--- config.mk ---
export PLATFORM = sky130hd
export DESIGN_NAME = pmt_timer
export DESIGN_NICKNAME = d
export VERILOG_FILES = /design/src/hdl/pmt_pkg.sv /design/src/hdl/pmt_timer.sv /design/src/hdl/pmt_divider.sv /design/src/hdl/pmt_axil.sv
export SDC_FILE = /design/constraint.sdc
export NUM_CORES = 1
export LEC_CHECK = 0
export BUFFER_PORTS_ARGS = -buffer_cell sky130_fd_sc_hd__buf_4
export CORE_MARGIN = 2
export CORE_UTILIZATION = 39
export CTS_CLUSTER_SIZE = 25
export DETAILED_ROUTE_END_ITERATION = 6
export GPL_TIMING_DRIVEN = 0
export PLACE_DENSITY = 0.71
export SLEW_MARGIN = 25
export SYNTH_ARGS = -nofsm -noshare
export SYNTH_HDL_FRONTEND = slang
export SYNTH_SLANG_ARGS = --single-unit
--- constraint.sdc ---
create_clock -name aclk -period 2.57 [get_ports aclk]
set_clock_uncertainty 0.1 [all_clocks]
set_input_delay 0.1285 -clock aclk [delete_from_list [all_inputs] [get_ports aclk]]
set_output_delay 0.1285 -clock aclk [all_outputs]
set_load 0.005 [all_outputs]
--- src/hdl/pmt_pkg.sv ---
// Purpose : Shared constants and state types of the period match timer.
// Assumes : 32-bit AXI4-Lite register bus, one aligned word per register.
// Notes   : Byte address of a register is four times its index.
package pmt_pkg;

    ////////////////////////////////////////////////////////////////////////
    // Register indices and byte address width
    localparam logic [15:0] IDX_CONTROL = 16'h0FCA; // Control register
    localparam logic [15:0] IDX_COUNT   = 16'h0FCB; // Live counter
    localparam logic [15:0] IDX_LIMIT   = 16'h0FCC; // Period register
    localparam logic [15:0] IDX_FLAG    = 16'h0FCD; // Sticky match flag
    localparam logic [15:0] IDX_ENABLE  = 16'h0FCE; // Interrupt mask
    localparam int          ADDR_W      = 16;       // Byte address width

    ////////////////////////////////////////////////////////////////////////
    // Control field layout
    localparam int PS_POS   = 0; // Input prescale select, two bits
    localparam int RUN_POS  = 2; // Timer on
    localparam int POST_POS = 3; // Postscale select, four bits
    localparam int FLAG_POS = 1; // Match flag in flag and enable regs

    ////////////////////////////////////////////////////////////////////////
    // Reset values and timing counts
    localparam logic [7:0] COUNT_RST  = 8'h00; // Counter after reset
    localparam logic [7:0] LIMIT_RST  = 8'hFF; // Period after reset
    localparam logic [6:0] CTRL_RST   = 7'h00; // Control after reset
    localparam logic [3:0] PRE_DIV1   = 4'h0;  // Prescale 1:1 last count
    localparam logic [3:0] PRE_DIV4   = 4'h3;  // Prescale 1:4 last count
    localparam logic [3:0] PRE_DIV16  = 4'hF;  // Prescale 1:16 last count
    localparam int         OSC_DIV    = 4;     // Instruction clock ratio
    localparam logic [1:0] RESP_OKAY  = 2'h0;  // AXI answer: done
    localparam logic [1:0] RESP_SLV   = 2'h2;  // AXI answer: unmapped

    ////////////////////////////////////////////////////////////////////////
    // State of the timer core
    typedef struct packed {
        logic [7:0] count;  // Counter value
        logic [7:0] limit;  // Period value
        logic [6:0] ctrl;   // Control bits 6..0
        logic [3:0] post;   // Postscaler count
        logic       flag;   // Sticky match flag
        logic       ien;    // Match interrupt enable
        logic       match;  // One-cycle match pulse
        logic       reload; // One-cycle reload pulse
    } pmt_core_t;

endpackage : pmt_pkg

--- src/hdl/pmt_timer.sv ---
// Purpose : Eight-bit period match timer with prescaler and postscaler.
// Assumes : aclk is the oscillator; instruction clock is a quarter of it.
// Notes   : Match pulse feeds capture/compare, serial port and gates.
//
// Added by the designer: the AXI4-Lite slave port.
`timescale 1ns/1ns

////////////////////////////////////////////////////////////////////////////
module pmt_timer (
    input  wire logic                       aclk,
    input  wire logic                       aresetn,
    input  wire logic [pmt_pkg::ADDR_W-1:0] s_axi_awaddr,
    input  wire logic                       s_axi_awvalid,
    output logic                            s_axi_awready,
    input  wire logic [31:0]                s_axi_wdata,
    input  wire logic [3:0]                 s_axi_wstrb,
    input  wire logic                       s_axi_wvalid,
    output logic                            s_axi_wready,
    output logic [1:0]                      s_axi_bresp,
    output logic                            s_axi_bvalid,
    input  wire logic                       s_axi_bready,
    input  wire logic [pmt_pkg::ADDR_W-1:0] s_axi_araddr,
    input  wire logic                       s_axi_arvalid,
    output logic                            s_axi_arready,
    output logic [31:0]                     s_axi_rdata,
    output logic [1:0]                      s_axi_rresp,
    output logic                            s_axi_rvalid,
    input  wire logic                       s_axi_rready,
    output logic                            match_to_capture,
    output logic                            match_to_serial,
    output logic                            reload_to_gate,
    output logic                            irq
);

    ////////////////////////////////////////////////////////////////////////
    // Declarations

    pmt_pkg::pmt_core_t state;      // Registered core state
    pmt_pkg::pmt_core_t next_state; // Next core state

    logic [pmt_pkg::ADDR_W-1:0] wr_addr; // Held write address
    logic [7:0]                 wr_data; // Held write byte
    logic                       wr_en;   // One-cycle write strobe
    logic                       wr_hit;  // Write address is mapped
    logic [7:0]                 rd_data; // Read mux result
    logic                       rd_hit;  // Read address is mapped
    logic                       instr_tick; // Instruction clock enable
    logic                       timer_tick; // Prescaled counting enable
    logic                       scaler_clr; // Clear both scalers
    logic                       run;        // Timer on bit
    logic [1:0]                 ps_sel;     // Prescale select field
    logic [3:0]                 post_sel;   // Postscale select field
    logic                       post_done;  // Postscaler completes

    ////////////////////////////////////////////////////////////////////////
    // Helper functions

    // Byte address to register index, low two bits ignored
    function automatic logic [15:0] addr_idx(
        input logic [pmt_pkg::ADDR_W-1:0] a
    );
        addr_idx = 16'({2'b00, a[pmt_pkg::ADDR_W-1:2]});
    endfunction : addr_idx

    // True where an index names one of our registers
    function automatic logic idx_mapped(input logic [15:0] i);
        idx_mapped = (i == pmt_pkg::IDX_CONTROL) ||
                     (i == pmt_pkg::IDX_COUNT)   ||
                     (i == pmt_pkg::IDX_LIMIT)   ||
                     (i == pmt_pkg::IDX_FLAG)    ||
                     (i == pmt_pkg::IDX_ENABLE);
    endfunction : idx_mapped

    // Last prescaler count for a select code
    function automatic logic [3:0] pre_last(input logic [1:0] sel);
        case (sel)
            2'h0:    pre_last = pmt_pkg::PRE_DIV1;
            2'h1:    pre_last = pmt_pkg::PRE_DIV4;
            default: pre_last = pmt_pkg::PRE_DIV16;
        endcase
    endfunction : pre_last

    ////////////////////////////////////////////////////////////////////////
    // Bus front end

    // Slave handles channel order and answers
    pmt_axil u_axil (
        .aclk          (aclk),
        .aresetn       (aresetn),
        .s_axi_awaddr  (s_axi_awaddr),
        .s_axi_awvalid (s_axi_awvalid),
        .s_axi_awready (s_axi_awready),
        .s_axi_wdata   (s_axi_wdata),
        .s_axi_wstrb   (s_axi_wstrb),
        .s_axi_wvalid  (s_axi_wvalid),
        .s_axi_wready  (s_axi_wready),
        .s_axi_bresp   (s_axi_bresp),
        .s_axi_bvalid  (s_axi_bvalid),
        .s_axi_bready  (s_axi_bready),
        .s_axi_araddr  (s_axi_araddr),
        .s_axi_arvalid (s_axi_arvalid),
        .s_axi_arready (s_axi_arready),
        .s_axi_rdata   (s_axi_rdata),
        .s_axi_rresp   (s_axi_rresp),
        .s_axi_rvalid  (s_axi_rvalid),
        .s_axi_rready  (s_axi_rready),
        .wr_en         (wr_en),
        .wr_addr       (wr_addr),
        .wr_data       (wr_data),
        .wr_hit        (wr_hit),
        .rd_data       (rd_data),
        .rd_hit        (rd_hit)
    );

    // Address decode for both directions
    assign wr_hit = idx_mapped(addr_idx(wr_addr));
    assign rd_hit = idx_mapped(addr_idx(s_axi_araddr));

    // Read mux; control bit 7 and unused flag bits read zero
    always_comb begin
        case (addr_idx(s_axi_araddr))
            pmt_pkg::IDX_CONTROL: begin
                rd_data = {1'b0, state.ctrl};
            end
            pmt_pkg::IDX_COUNT: begin
                rd_data = state.count;
            end
            pmt_pkg::IDX_LIMIT: begin
                rd_data = state.limit;
            end
            pmt_pkg::IDX_FLAG: begin
                rd_data = 8'(state.flag) << pmt_pkg::FLAG_POS;
            end
            pmt_pkg::IDX_ENABLE: begin
                rd_data = 8'(state.ien) << pmt_pkg::FLAG_POS;
            end
            default: begin
                rd_data = 8'h00; // Unmapped reads zero
            end
        endcase
    end

    ////////////////////////////////////////////////////////////////////////
    // Control fields and clock enables

    // Control fields as stored
    assign run      = state.ctrl[pmt_pkg::RUN_POS];
    assign ps_sel   = state.ctrl[pmt_pkg::PS_POS +: 2];
    assign post_sel = state.ctrl[pmt_pkg::POST_POS +: 4];

    // Writes to count or control restart both scalers
    assign scaler_clr = wr_en &&
        ((addr_idx(wr_addr) == pmt_pkg::IDX_COUNT) ||
         (addr_idx(wr_addr) == pmt_pkg::IDX_CONTROL));

    // Instruction clock: one aclk in four, free running
    pmt_divider #(
        .W (2)
    ) u_instr (
        .aclk    (aclk),
        .aresetn (aresetn),
        .en_in   (1'b1),
        .clear   (1'b0),
        .last    (2'(pmt_pkg::OSC_DIV - 1)),
        .tick    (instr_tick)
    );

    // Prescaler; only advances while the timer is on,
    // so an idle timer leaves all but the instruction clock quiet
    pmt_divider #(
        .W (4)
    ) u_pre (
        .aclk    (aclk),
        .aresetn (aresetn),
        .en_in   (instr_tick && run),
        .clear   (scaler_clr),
        .last    (pre_last(ps_sel)),
        .tick    (timer_tick)
    );

    // Postscaler completes when its count reaches the select code
    assign post_done = (state.post == post_sel);

    ////////////////////////////////////////////////////////////////////////
    // Core next-state logic

    always_comb begin
        next_state        = state;
        next_state.match  = 1'b0;
        next_state.reload = 1'b0;

        // Counting and match; compare runs on each timer tick
        if (timer_tick) begin
            if (state.count == state.limit) begin
                // Reload on the increment after the match
                next_state.count  = 8'h00;
                next_state.match  = 1'b1;
                next_state.reload = 1'b1;
                // Step postscaler, flag on its last count
                if (post_done) begin
                    next_state.post = 4'h0;
                    next_state.flag = 1'b1;
                end else begin
                    next_state.post = state.post + 4'h1;
                end
            end else begin
                next_state.count = state.count + 8'h01;
            end
        end

        // A scaler clear restarts the postscaler count
        if (scaler_clr) begin
            next_state.post = 4'h0;
        end

        // Register writes; a counter write beats a tick
        if (wr_en) begin
            case (addr_idx(wr_addr))
                pmt_pkg::IDX_CONTROL: begin
                    // Counter left alone on purpose
                    next_state.ctrl = wr_data[6:0];
                end
                pmt_pkg::IDX_COUNT: begin
                    next_state.count = wr_data;
                end
                pmt_pkg::IDX_LIMIT: begin
                    next_state.limit = wr_data;
                end
                pmt_pkg::IDX_FLAG: begin
                    // Write one clears; a new event in the
                    // same cycle wins over the clear
                    if (wr_data[pmt_pkg::FLAG_POS] &&
                        !(timer_tick && post_done &&
                          state.count == state.limit)) begin
                        next_state.flag = 1'b0;
                    end
                end
                pmt_pkg::IDX_ENABLE: begin
                    next_state.ien = wr_data[pmt_pkg::FLAG_POS];
                end
                default: begin
                    next_state.ctrl = state.ctrl; // Unmapped: no effect
                end
            endcase
        end
    end

    ////////////////////////////////////////////////////////////////////////
    // State register

    // Synchronous reset: counter zero, period all ones
    always_ff @(posedge aclk) begin
        if (!aresetn) begin
            state.count  <= pmt_pkg::COUNT_RST;
            state.limit  <= pmt_pkg::LIMIT_RST;
            state.ctrl   <= pmt_pkg::CTRL_RST;
            state.post   <= 4'h0;
            state.flag   <= 1'b0;
            state.ien    <= 1'b0;
            state.match  <= 1'b0;
            state.reload <= 1'b0;
        end else begin
            state <= next_state;
        end
    end

    ////////////////////////////////////////////////////////////////////////
    // Outputs

    // Unscaled match time base for capture/compare PWM
    assign match_to_capture = state.match;
    // Same pulse offered as serial port shift clock source
    assign match_to_serial  = state.match;
    // Reload pulse to the gate logic of other timers
    assign reload_to_gate   = state.reload;
    // Level interrupt while flag set and enabled
    assign irq = state.flag && state.ien;

endmodule : pmt_timer

--- src/hdl/pmt_divider.sv ---
// Purpose : Counting divider giving a one-cycle enable pulse.
// Assumes : Counts only on cycles where en_in is high.
// Notes   : Tick is combinational so the caller sees it in the same cycle.
`timescale 1ns/1ns
module pmt_divider #(
    parameter int W = 4 // Counter width
) (
    input  wire logic         aclk,
    input  wire logic         aresetn,
    input  wire logic         en_in,
    input  wire logic         clear,
    input  wire logic [W-1:0] last,
    output logic              tick
);
    typedef struct packed {
        logic [W-1:0] cnt; // Current count
    } pmt_div_t;

    pmt_div_t state;      // Registered state
    pmt_div_t next_state; // Next state

    // Refuse a width the count cannot hold
    if (W < 1) begin : g_chk
        $error("pmt_divider width must be at least one");
    end

    // Tick on the last count of a period
    assign tick = en_in && (state.cnt == last) && !clear;

    // Next count: clear wins, wrap at last
    always_comb begin
        next_state = state;
        if (clear) begin
            next_state.cnt = '0;
        end else if (tick) begin
            next_state.cnt = '0;
        end else if (en_in) begin
            next_state.cnt = state.cnt + W'(1);
        end
    end

    // Synchronous active-low reset
    always_ff @(posedge aclk) begin
        if (!aresetn) begin
            state <= '0;
        end else begin
            state <= next_state;
        end
    end

endmodule : pmt_divider

--- src/hdl/pmt_axil.sv ---
// Purpose : AXI4-Lite slave front end for the timer registers.
// Assumes : One write and one read outstanding at most.
// Notes   : Write issues one-cycle wr_en once address and data are held, if mapped and lane 0 strobed.
`timescale 1ns/1ns
module pmt_axil (
    input  wire logic                       aclk,
    input  wire logic                       aresetn,
    input  wire logic [pmt_pkg::ADDR_W-1:0] s_axi_awaddr,
    input  wire logic                       s_axi_awvalid,
    output logic                            s_axi_awready,
    input  wire logic [31:0]                s_axi_wdata,
    input  wire logic [3:0]                 s_axi_wstrb,
    input  wire logic                       s_axi_wvalid,
    output logic                            s_axi_wready,
    output logic [1:0]                      s_axi_bresp,
    output logic                            s_axi_bvalid,
    input  wire logic                       s_axi_bready,
    input  wire logic [pmt_pkg::ADDR_W-1:0] s_axi_araddr,
    input  wire logic                       s_axi_arvalid,
    output logic                            s_axi_arready,
    output logic [31:0]                     s_axi_rdata,
    output logic [1:0]                      s_axi_rresp,
    output logic                            s_axi_rvalid,
    input  wire logic                       s_axi_rready,
    output logic                            wr_en,
    output logic [pmt_pkg::ADDR_W-1:0]      wr_addr,
    output logic [7:0]                      wr_data,
    input  wire logic                       wr_hit,
    input  wire logic [7:0]                 rd_data,
    input  wire logic                       rd_hit
);
    typedef struct packed {
        logic                       aw_full; // Address held
        logic [pmt_pkg::ADDR_W-1:0] awaddr;
        logic                       w_full;  // Data held
        logic [7:0]                 wdata;
        logic                       wlane;   // Byte lane 0 strobed
        logic                       bvalid;
        logic [1:0]                 bresp;
        logic                       rvalid;
        logic [1:0]                 rresp;
        logic [7:0]                 rdata;
    } pmt_axil_t;

    pmt_axil_t state;      // Registered state
    pmt_axil_t next_state; // Next state

    // Channels open while nothing waits behind them
    assign s_axi_awready = !state.aw_full && !state.bvalid;
    assign s_axi_wready  = !state.w_full && !state.bvalid;
    assign s_axi_arready = !state.rvalid;
    assign s_axi_bvalid  = state.bvalid;
    assign s_axi_bresp   = state.bresp;
    assign s_axi_rvalid  = state.rvalid;
    assign s_axi_rresp   = state.rresp;
    assign s_axi_rdata   = {24'h000000, state.rdata};
    // Register file sees the held write address and data
    assign wr_addr = state.awaddr;
    assign wr_data = state.wdata;
    // Only lane 0 holds data; other lanes alone change nothing
    assign wr_en   = state.aw_full && state.w_full && state.wlane && wr_hit;

    // Channel bookkeeping
    always_comb begin
        next_state = state;
        if (s_axi_awvalid && s_axi_awready) begin
            next_state.aw_full = 1'b1;
            next_state.awaddr  = s_axi_awaddr;
        end
        if (s_axi_wvalid && s_axi_wready) begin
            next_state.w_full = 1'b1;
            next_state.wdata  = s_axi_wdata[7:0];
            next_state.wlane  = s_axi_wstrb[0];
        end
        if (state.aw_full && state.w_full) begin
            next_state.aw_full = 1'b0;
            next_state.w_full  = 1'b0;
            next_state.bvalid  = 1'b1;
            next_state.bresp   = wr_hit ? pmt_pkg::RESP_OKAY
                                        : pmt_pkg::RESP_SLV;
        end
        if (state.bvalid && s_axi_bready) begin
            next_state.bvalid = 1'b0;
        end
        if (s_axi_arvalid && s_axi_arready) begin
            next_state.rvalid = 1'b1;
            next_state.rdata  = rd_hit ? rd_data : 8'h00;
            next_state.rresp  = rd_hit ? pmt_pkg::RESP_OKAY
                                       : pmt_pkg::RESP_SLV;
        end else if (state.rvalid && s_axi_rready) begin
            next_state.rvalid = 1'b0;
        end
    end

    // Synchronous active-low reset
    always_ff @(posedge aclk) begin
        if (!aresetn) begin
            state <= '0;
        end else begin
            state <= next_state;
        end
    end

endmodule : pmt_axil

==> impl_table.tex, run 1 <==
\begin{tabular}{lr}
\hline
Metric & Value \\
\hline
\multicolumn{2}{l}{\textbf{Die}} \\
\quad Count of standard-cell rows & 35 \\
\quad Core Footprint & 9330 um2 \\
\quad Top-level port count & 120 \\
\quad Die X-Extent & 103 um \\
\quad Die outline area & 10500 um2 \\
\quad Starting density of the core & 40.7\% \\
\quad Die Y-Extent & 103 um \\
\multicolumn{2}{l}{\textbf{Setup path}} \\
\quad Crit path capture type & flop \\
\quad Cell with the largest stage delay on the worst path & sky130\_fd\_sc\_hd\_\_nor4\_1 \\
\quad Crit path cell chain & nand4bb\_1 > nor4\_1 > nand2b\_1 > nor3b\_1 > buf\_2 > mux2i\_1 > nand2\_1 \\
\quad Signal arrival time at the worst endpoint & 2.42 ns \\
\quad Type of the worst setup path & flop to flop \\
\quad Crit-path max FO & 8 \\
\quad Crit path largest cell delay & 0.50 ns \\
\quad Setup crit start kind & flop \\
\quad Buffer and inverter count on the worst path & 1 \\
\quad Reg-to-reg setup timing slack & 0.27 ns \\
\quad CP Data Required Time & 2.69 ns \\
\quad Kind of cell with the highest combined delay on the critical path & simple AND/OR/NAND/NOR gates \\
\multicolumn{2}{l}{\textbf{STA}} \\
\quad Final-layout setup total negative slack & 0 ns \\
\quad Peak Freq & 436 MHz \\
\quad Worst rel slew slack & 54.1\% \\
\quad RSZ-0062 raised after global routing & false \\
\quad Final number of max-transition violations & 0 \\
\quad Final number of setup-violating endpoints & 0 \\
\quad Final hold vios & 0 \\
\quad Min Tclk post-route & 2.30 ns \\
\quad Worst Max-Slew Pin Slew & 0.683 ns \\
\quad Period utilisation layout & 89.3\% \\
\multicolumn{2}{l}{\textbf{Route}} \\
\quad Total routed wirelength & 9670 um \\
\quad Routed len/inst & 13.8 um \\
\quad First-pass iteration count of the detailed router & 4 \\
\quad Antenna Nets Post-Route & 0 \\
\quad Total vias in the final route & 3486 \\
\quad DRC violation count after routing & 0 \\
\quad DR iter-0 viols & 250 \\
\quad Detail-routed via count per cell & 4.99 \\
\multicolumn{2}{l}{\textbf{Synthesis}} \\
\quad Synthesized instance count & 441 \\
\quad Commonest register cell after synthesis & sky130\_fd\_sc\_hd\_\_dfxtp\_1 \\
\quad Synth Cell Area & 3790 um2 \\
\quad Share of the yosys chip area belonging to registers & 38.5\% \\
\quad Synth Register Bits & 73 \\
\quad Fraction of registers with async set or reset after synthesis & 0\% \\
\quad Unique cell type count in the Yosys netlist & 57 \\
\quad Count of yosys warnings during synthesis & 0 \\
\quad Synthesized area per cell & 8.60 um2 \\
\quad Number of flops mapped to enable cells by yosys & 0 \\
\multicolumn{2}{l}{\textbf{Clock network}} \\
\quad CTS HTree Levels & 3 \\
\quad CTS buffer count & 9 \\
\quad Worst skew pair latency & 0.35 ns \\
\quad Clock slew at reported path FFs & 0.08 ns \\
\quad CTS tree & yes \\
\quad Maximum root-to-sink buffer count & 2 \\
\quad Clock Tree Root & sky130\_fd\_sc\_hd\_\_clkbuf\_8 \\
\quad Cells resized by post-CTS repair & 0 \\
\quad Clock tree sinks & 73 \\
\multicolumn{2}{l}{\textbf{Global route}} \\
\quad Wire length of the first global-routing pass & 15400 um \\
\quad Total global-route track usage & 18.9\% \\
\quad Total global routing overflow & 0 \\
\quad Initial antenna violation count & 0 \\
\quad Pin count of the biggest net entering global routing & 12 \\
\quad Number of global-route vias before repair & 3251 \\
\multicolumn{2}{l}{\textbf{Final layout}} \\
\quad Layout cell share with drive strength beyond 1 & 25.1\% \\
\quad Net count, final & 643 \\
\quad Number of antenna repair diodes & 0 \\
\quad Filler Cells Inserted & 879 \\
\quad Synthesis-to-layout area growth & 30.4\% \\
\quad Post-layout instance count excluding filler cells & 698 \\
\quad Final core utilization & 53.0\% \\
\multicolumn{2}{l}{\textbf{Placed design}} \\
\quad Port bufs & 61 \\
\quad Routability congestion estimate & 0.886 \\
\quad Cell count after placement & 656 \\
\quad HPWL after detailed placement & 6860 um \\
\multicolumn{2}{l}{\textbf{Status}} \\
\quad Run status & finished, final reports clean \\
\multicolumn{2}{l}{\textbf{Flow run}} \\
\quad Max-capacitance violation count & 0 \\
\multicolumn{2}{l}{\textbf{Power and ir drop}} \\
\quad VDD IR max & 0.302 mV \\
\quad Leakage Power & 2.06 nW \\
\quad Power density over the cells & 466 nW/um2 \\
\multicolumn{2}{l}{\textbf{Worst hold path}} \\
\quad HP Class & input pin to flop \\
\hline
\end{tabular}
-- flip-flops by register name, indices dropped and copies added, names as in the netlist --
signal               cells
u_axil.wr_data           8
u_axil.s_axi_bresp       1
ps_sel                   2
state                   22
run                      1
u_axil.s_axi_rresp       1
u_instr.state            2
post_sel                 4
u_axil.wr_addr          14
u_axil.state             3
u_axil.s_axi_bvalid      1
u_pre.state              4
u_axil.s_axi_rvalid      1
u_axil.s_axi_rdata       8
match_to_capture         1
-- power breakdown --
group          leakage, nW  switching [mW]  internal [mW]  total [mW]
sequential           0.594          0.0365           1.17        1.20
clock               0.0932           0.421          0.399       0.820
combinational         1.38           0.123          0.157       0.280
-- cells by family (layout without fill, tap and decap cells) --
kind of cell             after synthesis  in the layout  synth area share [%]
AND/OR/NAND/NOR                      179            179                  24.4
AO/OA/AOI/OAI                         81             81                  13.5
flip-flops                            73             73                  38.5
buffers and inverters                 55            158                  9.53
multiplexers                          33             33                  9.14
XOR/XNOR                              15             15                  3.46
adder cells (fa/ha/maj)                4              4                  1.32
other                                  1             26                0.0989
-- layout by cell type (no fill, tap or decap), types with 2 or more instances in the layout --
cell type	instances
sky130_fd_sc_hd__a21boi_0	11
sky130_fd_sc_hd__a21oi_1	20
sky130_fd_sc_hd__a22oi_1	7
sky130_fd_sc_hd__a31oi_1	6
sky130_fd_sc_hd__and2_1	2
sky130_fd_sc_hd__and3_1	4
sky130_fd_sc_hd__buf_1	2
sky130_fd_sc_hd__buf_2	2
sky130_fd_sc_hd__buf_4	99
sky130_fd_sc_hd__clkbuf_1	11
sky130_fd_sc_hd__clkbuf_8	12
sky130_fd_sc_hd__clkinv_2	3
sky130_fd_sc_hd__conb_1	26
sky130_fd_sc_hd__dfxtp_1	73
sky130_fd_sc_hd__dlygate4sd3_1	26
sky130_fd_sc_hd__ha_1	4
sky130_fd_sc_hd__inv_1	3
sky130_fd_sc_hd__mux2_2	13
sky130_fd_sc_hd__mux2i_1	20
sky130_fd_sc_hd__nand2_1	84
sky130_fd_sc_hd__nand2b_1	5
sky130_fd_sc_hd__nand3_1	10
sky130_fd_sc_hd__nand3b_1	3
sky130_fd_sc_hd__nand4_1	3
sky130_fd_sc_hd__nand4b_1	7
sky130_fd_sc_hd__nor2_1	21
sky130_fd_sc_hd__nor2_2	2
sky130_fd_sc_hd__nor2b_1	14
sky130_fd_sc_hd__nor3_1	3
sky130_fd_sc_hd__nor3b_1	3
sky130_fd_sc_hd__nor4_1	2
sky130_fd_sc_hd__nor4b_1	2
sky130_fd_sc_hd__o2111ai_1	2
sky130_fd_sc_hd__o21ai_0	25
sky130_fd_sc_hd__xnor2_1	8
sky130_fd_sc_hd__xor2_1	7
-- final timing paths --
| check | from | cells past startpoint | endpoint |
|---|---|---|---|
| worst max register to register | u_axil.wr_addr[14] | 7 | state[18] |
| worst min register to register | u_instr.state[0] | 1 | u_instr.state[0] |
| worst min-delay path | s_axi_araddr[3] | 3 | u_axil.s_axi_rresp[1] |
| worst max-delay path | u_axil.wr_addr[14] | 7 | state[18] |
-- routing by layer --
layer | vias up | global-route usage, % | share of wire (%)
met5 | - | 0 | 0
met4 | 0 | 7.18 | 2.0
met3 | 16 | 4.14 | 6.6
met2 | 123 | 33.2 | 49
met1 | 1615 | 22.4 | 43
li1 | 1732 | - | -
-- metrics by stage --
| step | setup slack, ns | instance area, um2 | hold slack [ns] | total power, mW |
|---|---|---|---|---|
| floorplan | 0.524 | 3890 | 0.128 | 1.36 |
| global placement | 0.364 | 4510 | 0.218 | 1.47 |
| detailed placement | 0.305 | 4510 | 0.221 | 1.47 |
| CTS | 0.287 | 4950 | 0.00402 | 2.31 |
| global route | 0.0956 | 4950 | 0.0236 | 2.39 |
| finish | 0.274 | 4950 | 0.00918 | 2.30 |
-- cells in the mapped netlist (all sizes together), types with 5 or more instances --
master,n,area share [%]
nand2,86,8.8
dfxtp,73,39
buf,42,8.0
o21ai,26,3.4
nor2,23,2.4
a21oi,21,2.9
mux2i,20,5.3
nor2b,14,2.3
mux2,13,3.9
a21boi,11,2.2
clkbuf,10,1.3
nand3,10,1.3
xnor2,8,1.8
a22oi,7,1.4
nand4b,7,1.6
xor2,7,1.6
a31oi,6,0.99
nand2b,5,0.82
-- what timing repair did --
action | CTS | global route
setup buffers | 0 | 0
hold endpoints to repair | 25 | 0
hold buffers | 26 | 0
-- tightest hold or removal path: stages --
cell and delay (ns):
sky130_fd_sc_hd__buf_4 0.12, sky130_fd_sc_hd__a311oi_1 0.11, sky130_fd_sc_hd__nor2_1 0.07
-- layout make-up --
| cell class | instances | area (um2) | area share (%) |
|---|---|---|---|
| Clock inverter | 3 | 15.0 | 0.304 |
| Sequential cell | 73 | 1460 | 29.5 |
| Clock buffer | 13 | 159 | 3.21 |
| Tap cell | 129 | 161 | 3.26 |
| Buffer | 52 | 350 | 7.08 |
| Timing Repair Buffer | 87 | 718 | 14.5 |
| Multi-Input combinational cell | 338 | 2070 | 41.8 |
| Inverter | 3 | 11.3 | 0.228 |
Note: power is estimated with default switching activity, not from simulation.
==> inputs of run 2 (changes only) <==
- BUFFER_PORTS_ARGS: -buffer_cell sky130_fd_sc_hd__buf_4 -> -buffer_cell sky130_fd_sc_hd__buf_2
- PLACE_DENSITY: 0.71 -> 0.7
- SYNTH_HIERARCHICAL: default -> 1
==> run 2 against run 1 <==
The flow now finishes with violations (negative setup slack). Critical path depth is 8 higher. First-iteration DRC count shrank 40%. Power rose by 7.9%. Count of clock-buffer cells in the layout down 3. Clock power up 21%. Synthesized area increased by 8.0%. Hold slack gained 0.13 ns. Die area increased by 7.7%. Register-to-register slack lost 0.52 ns. Flip-flop and latch count stayed put. Combinational power grew 8.9%. Maximum frequency fell by 19%.
==> impl_table.tex, run 2 <==
\begin{tabular}{lr}
\hline
Metric & Value \\
\hline
\multicolumn{2}{l}{\textbf{Global route}} \\
\quad Total global routing overflow & 0 (unchanged) \\
\quad Pin count of the biggest net entering global routing & 13 (+1) \\
\quad Number of global-route vias before repair & 3523 (+8.4\%) \\
\quad Total global-route track usage & 17.9\% (-0.96 points) \\
\quad Initial antenna violation count & 0 (unchanged) \\
\quad Wire length of the first global-routing pass & 16200 um (+4.7\%) \\
\multicolumn{2}{l}{\textbf{Power and ir drop}} \\
\quad Power density over the cells & 458 nW/um2 (-1.7\%) \\
\quad VDD IR max & 0.271 mV (-10\%) \\
\quad Leakage Power & 2.31 nW (+12\%) \\
\quad Sw power & 593 uW (+2.3\%) \\
\quad Proportion of power drawn by the clock network & 39.8\% (+4.2 points) \\
\quad Internal Power & 1.89 mW (+9.8\%) \\
\quad Sw Share & 23.9\% (-1.3 points) \\
\quad Register share of total power & 48.0\% (-4.2 points) \\
\quad Combinational power share & 12.3\% (about the same) \\
\multicolumn{2}{l}{\textbf{STA}} \\
\quad Min Tclk post-route & 2.82 ns (+0.522 ns) \\
\quad RSZ-0062 raised after global routing & true \\
\quad Final worst-path setup slack & -0.248 ns (-0.522 ns) \\
\quad Final-layout setup total negative slack & -1.81 ns (-1.81 ns) \\
\quad Peak Freq & 355 MHz (-19\%) \\
\quad Final number of setup-violating endpoints & 12 (+12) \\
\quad Smallest hold slack & 0.140 ns (+0.130 ns) \\
\quad Period utilisation layout & 110\% (+20 points) \\
\quad Worst Max-Slew Pin Slew & 1.05 ns (+0.363 ns) \\
\quad Final number of max-transition violations & 0 (unchanged) \\
\quad Worst rel slew slack & 29.7\% (-24 points) \\
\quad Final hold vios & 0 (unchanged) \\
\multicolumn{2}{l}{\textbf{Setup path}} \\
\quad Signal arrival time at the worst endpoint & 3.00 ns (+0.58 ns) \\
\quad Setup crit start kind & flop \\
\quad Startpoint of the most critical register-to-register path & u\_axil/wr\_addr[7] \\
\quad Crit-path max FO & 5 (-3) \\
\quad CP Data Required Time & 2.75 ns (+0.06 ns) \\
\quad Worst R2R Path Depth & 15 (+8) \\
\quad Type of the worst setup path & flop to flop \\
\quad Critical register-to-register path endpoint & state[28] \\
\quad Reg-to-reg setup timing slack & -0.25 ns (-0.52 ns) \\
\quad Crit path capture type & flop \\
\multicolumn{2}{l}{\textbf{Route}} \\
\quad DR iter-0 viols & 151 (-40\%) \\
\quad Antenna Nets Post-Route & 0 (unchanged) \\
\quad DRC violation count after routing & 0 (unchanged) \\
\quad Total routed wirelength & 10000 um (+3.8\%) \\
\quad Detail-routed via count per cell & 4.81 (-3.7\%) \\
\quad Total vias in the final route & 3633 (+4.2\%) \\
\quad Routed len/inst & 13.3 um (-4.0\%) \\
\quad First-pass iteration count of the detailed router & 5 (+1) \\
\multicolumn{2}{l}{\textbf{Synthesis}} \\
\quad Count of yosys warnings during synthesis & 6 (+6) \\
\quad Synthesized area per cell & 8.64 um2 (+0.50\%) \\
\quad Synth Cell Area & 4100 um2 (+8.0\%) \\
\quad Synthesized instance count & 474 (+7.5\%) \\
\multicolumn{2}{l}{\textbf{Die}} \\
\quad Starting density of the core & 39.9\% (-0.80 points) \\
\quad Die X-Extent & 106 um (+3.8\%) \\
\quad Top-level port count & 120 (unchanged) \\
\quad Die Y-Extent & 106 um (+3.8\%) \\
\quad Core Footprint & 10300 um2 (+10\%) \\
\quad Die outline area & 11300 um2 (+7.7\%) \\
\quad Count of standard-cell rows & 37 (+5.7\%) \\
\multicolumn{2}{l}{\textbf{Worst hold path}} \\
\quad HP Class & input pin to flop \\
\quad Cells on Worst Hold Path & 4 (+1) \\
\quad Worst Hold Endpoint & u\_axil/wr\_addr[15] \\
\quad Worst min-delay path startpoint & s\_axi\_awvalid \\
\multicolumn{2}{l}{\textbf{Status}} \\
\quad Failing checks & negative setup slack \\
\quad Run status & complete, but fails checks \\
\multicolumn{2}{l}{\textbf{Clock network}} \\
\quad Worst skew pair latency & 0.36 ns (about the same) \\
\quad CTS tree & yes \\
\quad Clock tree sinks & 73 (unchanged) \\
\quad CTS HTree Levels & 3 (unchanged) \\
\quad Clock slew at reported path FFs & 0.08 ns (about the same) \\
\quad CTS buffer count & 9 (unchanged) \\
\quad Clock Tree Root & sky130\_fd\_sc\_hd\_\_clkbuf\_8 \\
\quad Maximum root-to-sink buffer count & 2 (unchanged) \\
\multicolumn{2}{l}{\textbf{Final layout}} \\
\quad Number of antenna repair diodes & 0 (unchanged) \\
\quad Synthesis-to-layout area growth & 32.5\% \\
\quad Area of the multi-input gates & 2190 um2 (+5.6\%) \\
\quad Combined flip-flop and latch cell area & 1480 um2 (+1.1\%) \\
\quad Leading cell types in the layout, fill and taps excluded & sky130\_fd\_sc\_hd\_\_buf\_4 (70), sky130\_fd\_sc\_hd\_\_buf\_2 (64), sky130\_fd\_sc\_hd\_\_dfxtp\_1 (60) \\
\quad Most common cell after layout, fill and taps aside & sky130\_fd\_sc\_hd\_\_buf\_4 \\
\quad Max FFs per register & 22 (unchanged) \\
\quad Layout cell share with drive strength beyond 1 & 35.4\% (+10 points) \\
\quad Net count, final & 693 (+7.8\%) \\
\quad Register with the highest flop count & state \\
\quad Post-layout instance count excluding filler cells & 755 (+8.2\%) \\
\quad Filler Cells Inserted & 956 (+8.8\%) \\
\multicolumn{2}{l}{\textbf{Placed design}} \\
\quad Cell count after placement & 702 (+7.0\%) \\
\quad Port bufs & 62 (+1.6\%) \\
\quad HPWL after detailed placement & 7030 um (+2.5\%) \\
\quad Routability congestion estimate & 0.873 (-1.5\%) \\
\multicolumn{2}{l}{\textbf{Flow run}} \\
\quad Max-capacitance violation count & 0 (unchanged) \\
\hline
\end{tabular}
[run 2: per-layer routing]
metal / global-route usage (%) / vias to the layer above / wire (um) / share of wire (%)
met4: 7.14 / 0 / 219 / 2.2
met1: 20.1 / 1656 / 4100 / 41
met5: 0 / - / 0 / 0
met3: 4.54 / 19 / 633 / 6.3
met2: 32.2 / 135 / 5080 / 51
li1: - / 1823 / - / -
[run 2: layout make-up]
class,count,area share [%]
buffer,69,9.57
tap,136,3.14
sequential,73,27.2
clock inverter,5,1.48
multi-input combinational,332,40.3
timing repair buffer,113,14.6
clock buffer,10,2.54
inverter,17,1.22
[run 2: power groups by stage]
| stage | Combinational (mW) | Sequential, mW | Clock (mW) |
|---|---|---|---|
| after floorplan | 0.204 | 1.21 | 0 |
| after global placement | 0.276 | 1.21 | 0 |
| after detailed placement | 0.281 | 1.21 | 0 |
| after CTS | 0.298 | 1.19 | 1.02 |
| after global routing | 0.335 | 1.20 | 1.07 |
| final | 0.305 | 1.19 | 0.989 |
[run 2: worst max-delay path by stage]
stage,endpoint,start,slack [ns]
2_1_floorplan,state[28],u_axil/wr_addr[7],-0.23
3_3_place_gp,state[28],u_axil/wr_addr[15],-0.58
3_5_place_dp,state[28],u_axil/wr_addr[15],-0.70
4_1_cts,state[28],u_axil/wr_addr[6],-0.35
5_1_grt,state[26],u_axil/wr_addr[7],-0.44
6_report,state[28],u_axil/wr_addr[7],-0.25
[run 2: what timing repair did]
action,CTS,global route
pin swaps,18,15
setup endpoints to repair,29,23
setup buffers,16,8
endpoints found under the hold margin,26,0
gates cloned,1,0
gates resized for setup,24,13
hold buffers,26,0
[run 2: worst max-delay path, stage by stage, from the launching register on]
cell                        delay, ns
sky130_fd_sc_hd__dfxtp_2         0.32
sky130_fd_sc_hd__and4bb_4        0.38
sky130_fd_sc_hd__o2111ai_2       0.12
sky130_fd_sc_hd__a31oi_2         0.19
sky130_fd_sc_hd__nand2_1         0.12
sky130_fd_sc_hd__nor2_4          0.15
sky130_fd_sc_hd__nand4_4         0.11
sky130_fd_sc_hd__nor2_4          0.13
sky130_fd_sc_hd__nor2b_2         0.05
sky130_fd_sc_hd__o2111a_2        0.14
sky130_fd_sc_hd__and3_4          0.18
sky130_fd_sc_hd__nand4_1         0.13
sky130_fd_sc_hd__nor2_2          0.06
sky130_fd_sc_hd__xnor2_1         0.12
sky130_fd_sc_hd__or3_4           0.34
sky130_fd_sc_hd__a21oi_2         0.12
[run 2: per-stage QoR]
step | total power, mW | utilization (%) | worst slack, ns | instance area (um2)
6_report | 2.49 | 52.8 | -0.248 | 5430
5_1_grt | 2.60 | 52.8 | -0.440 | 5430
4_1_cts | 2.51 | 51.7 | -0.354 | 5320
3_5_place_dp | 1.50 | 46.0 | -0.700 | 4730
3_3_place_gp | 1.49 | 46.0 | -0.577 | 4730
2_1_floorplan | 1.41 | - | -0.225 | 4250
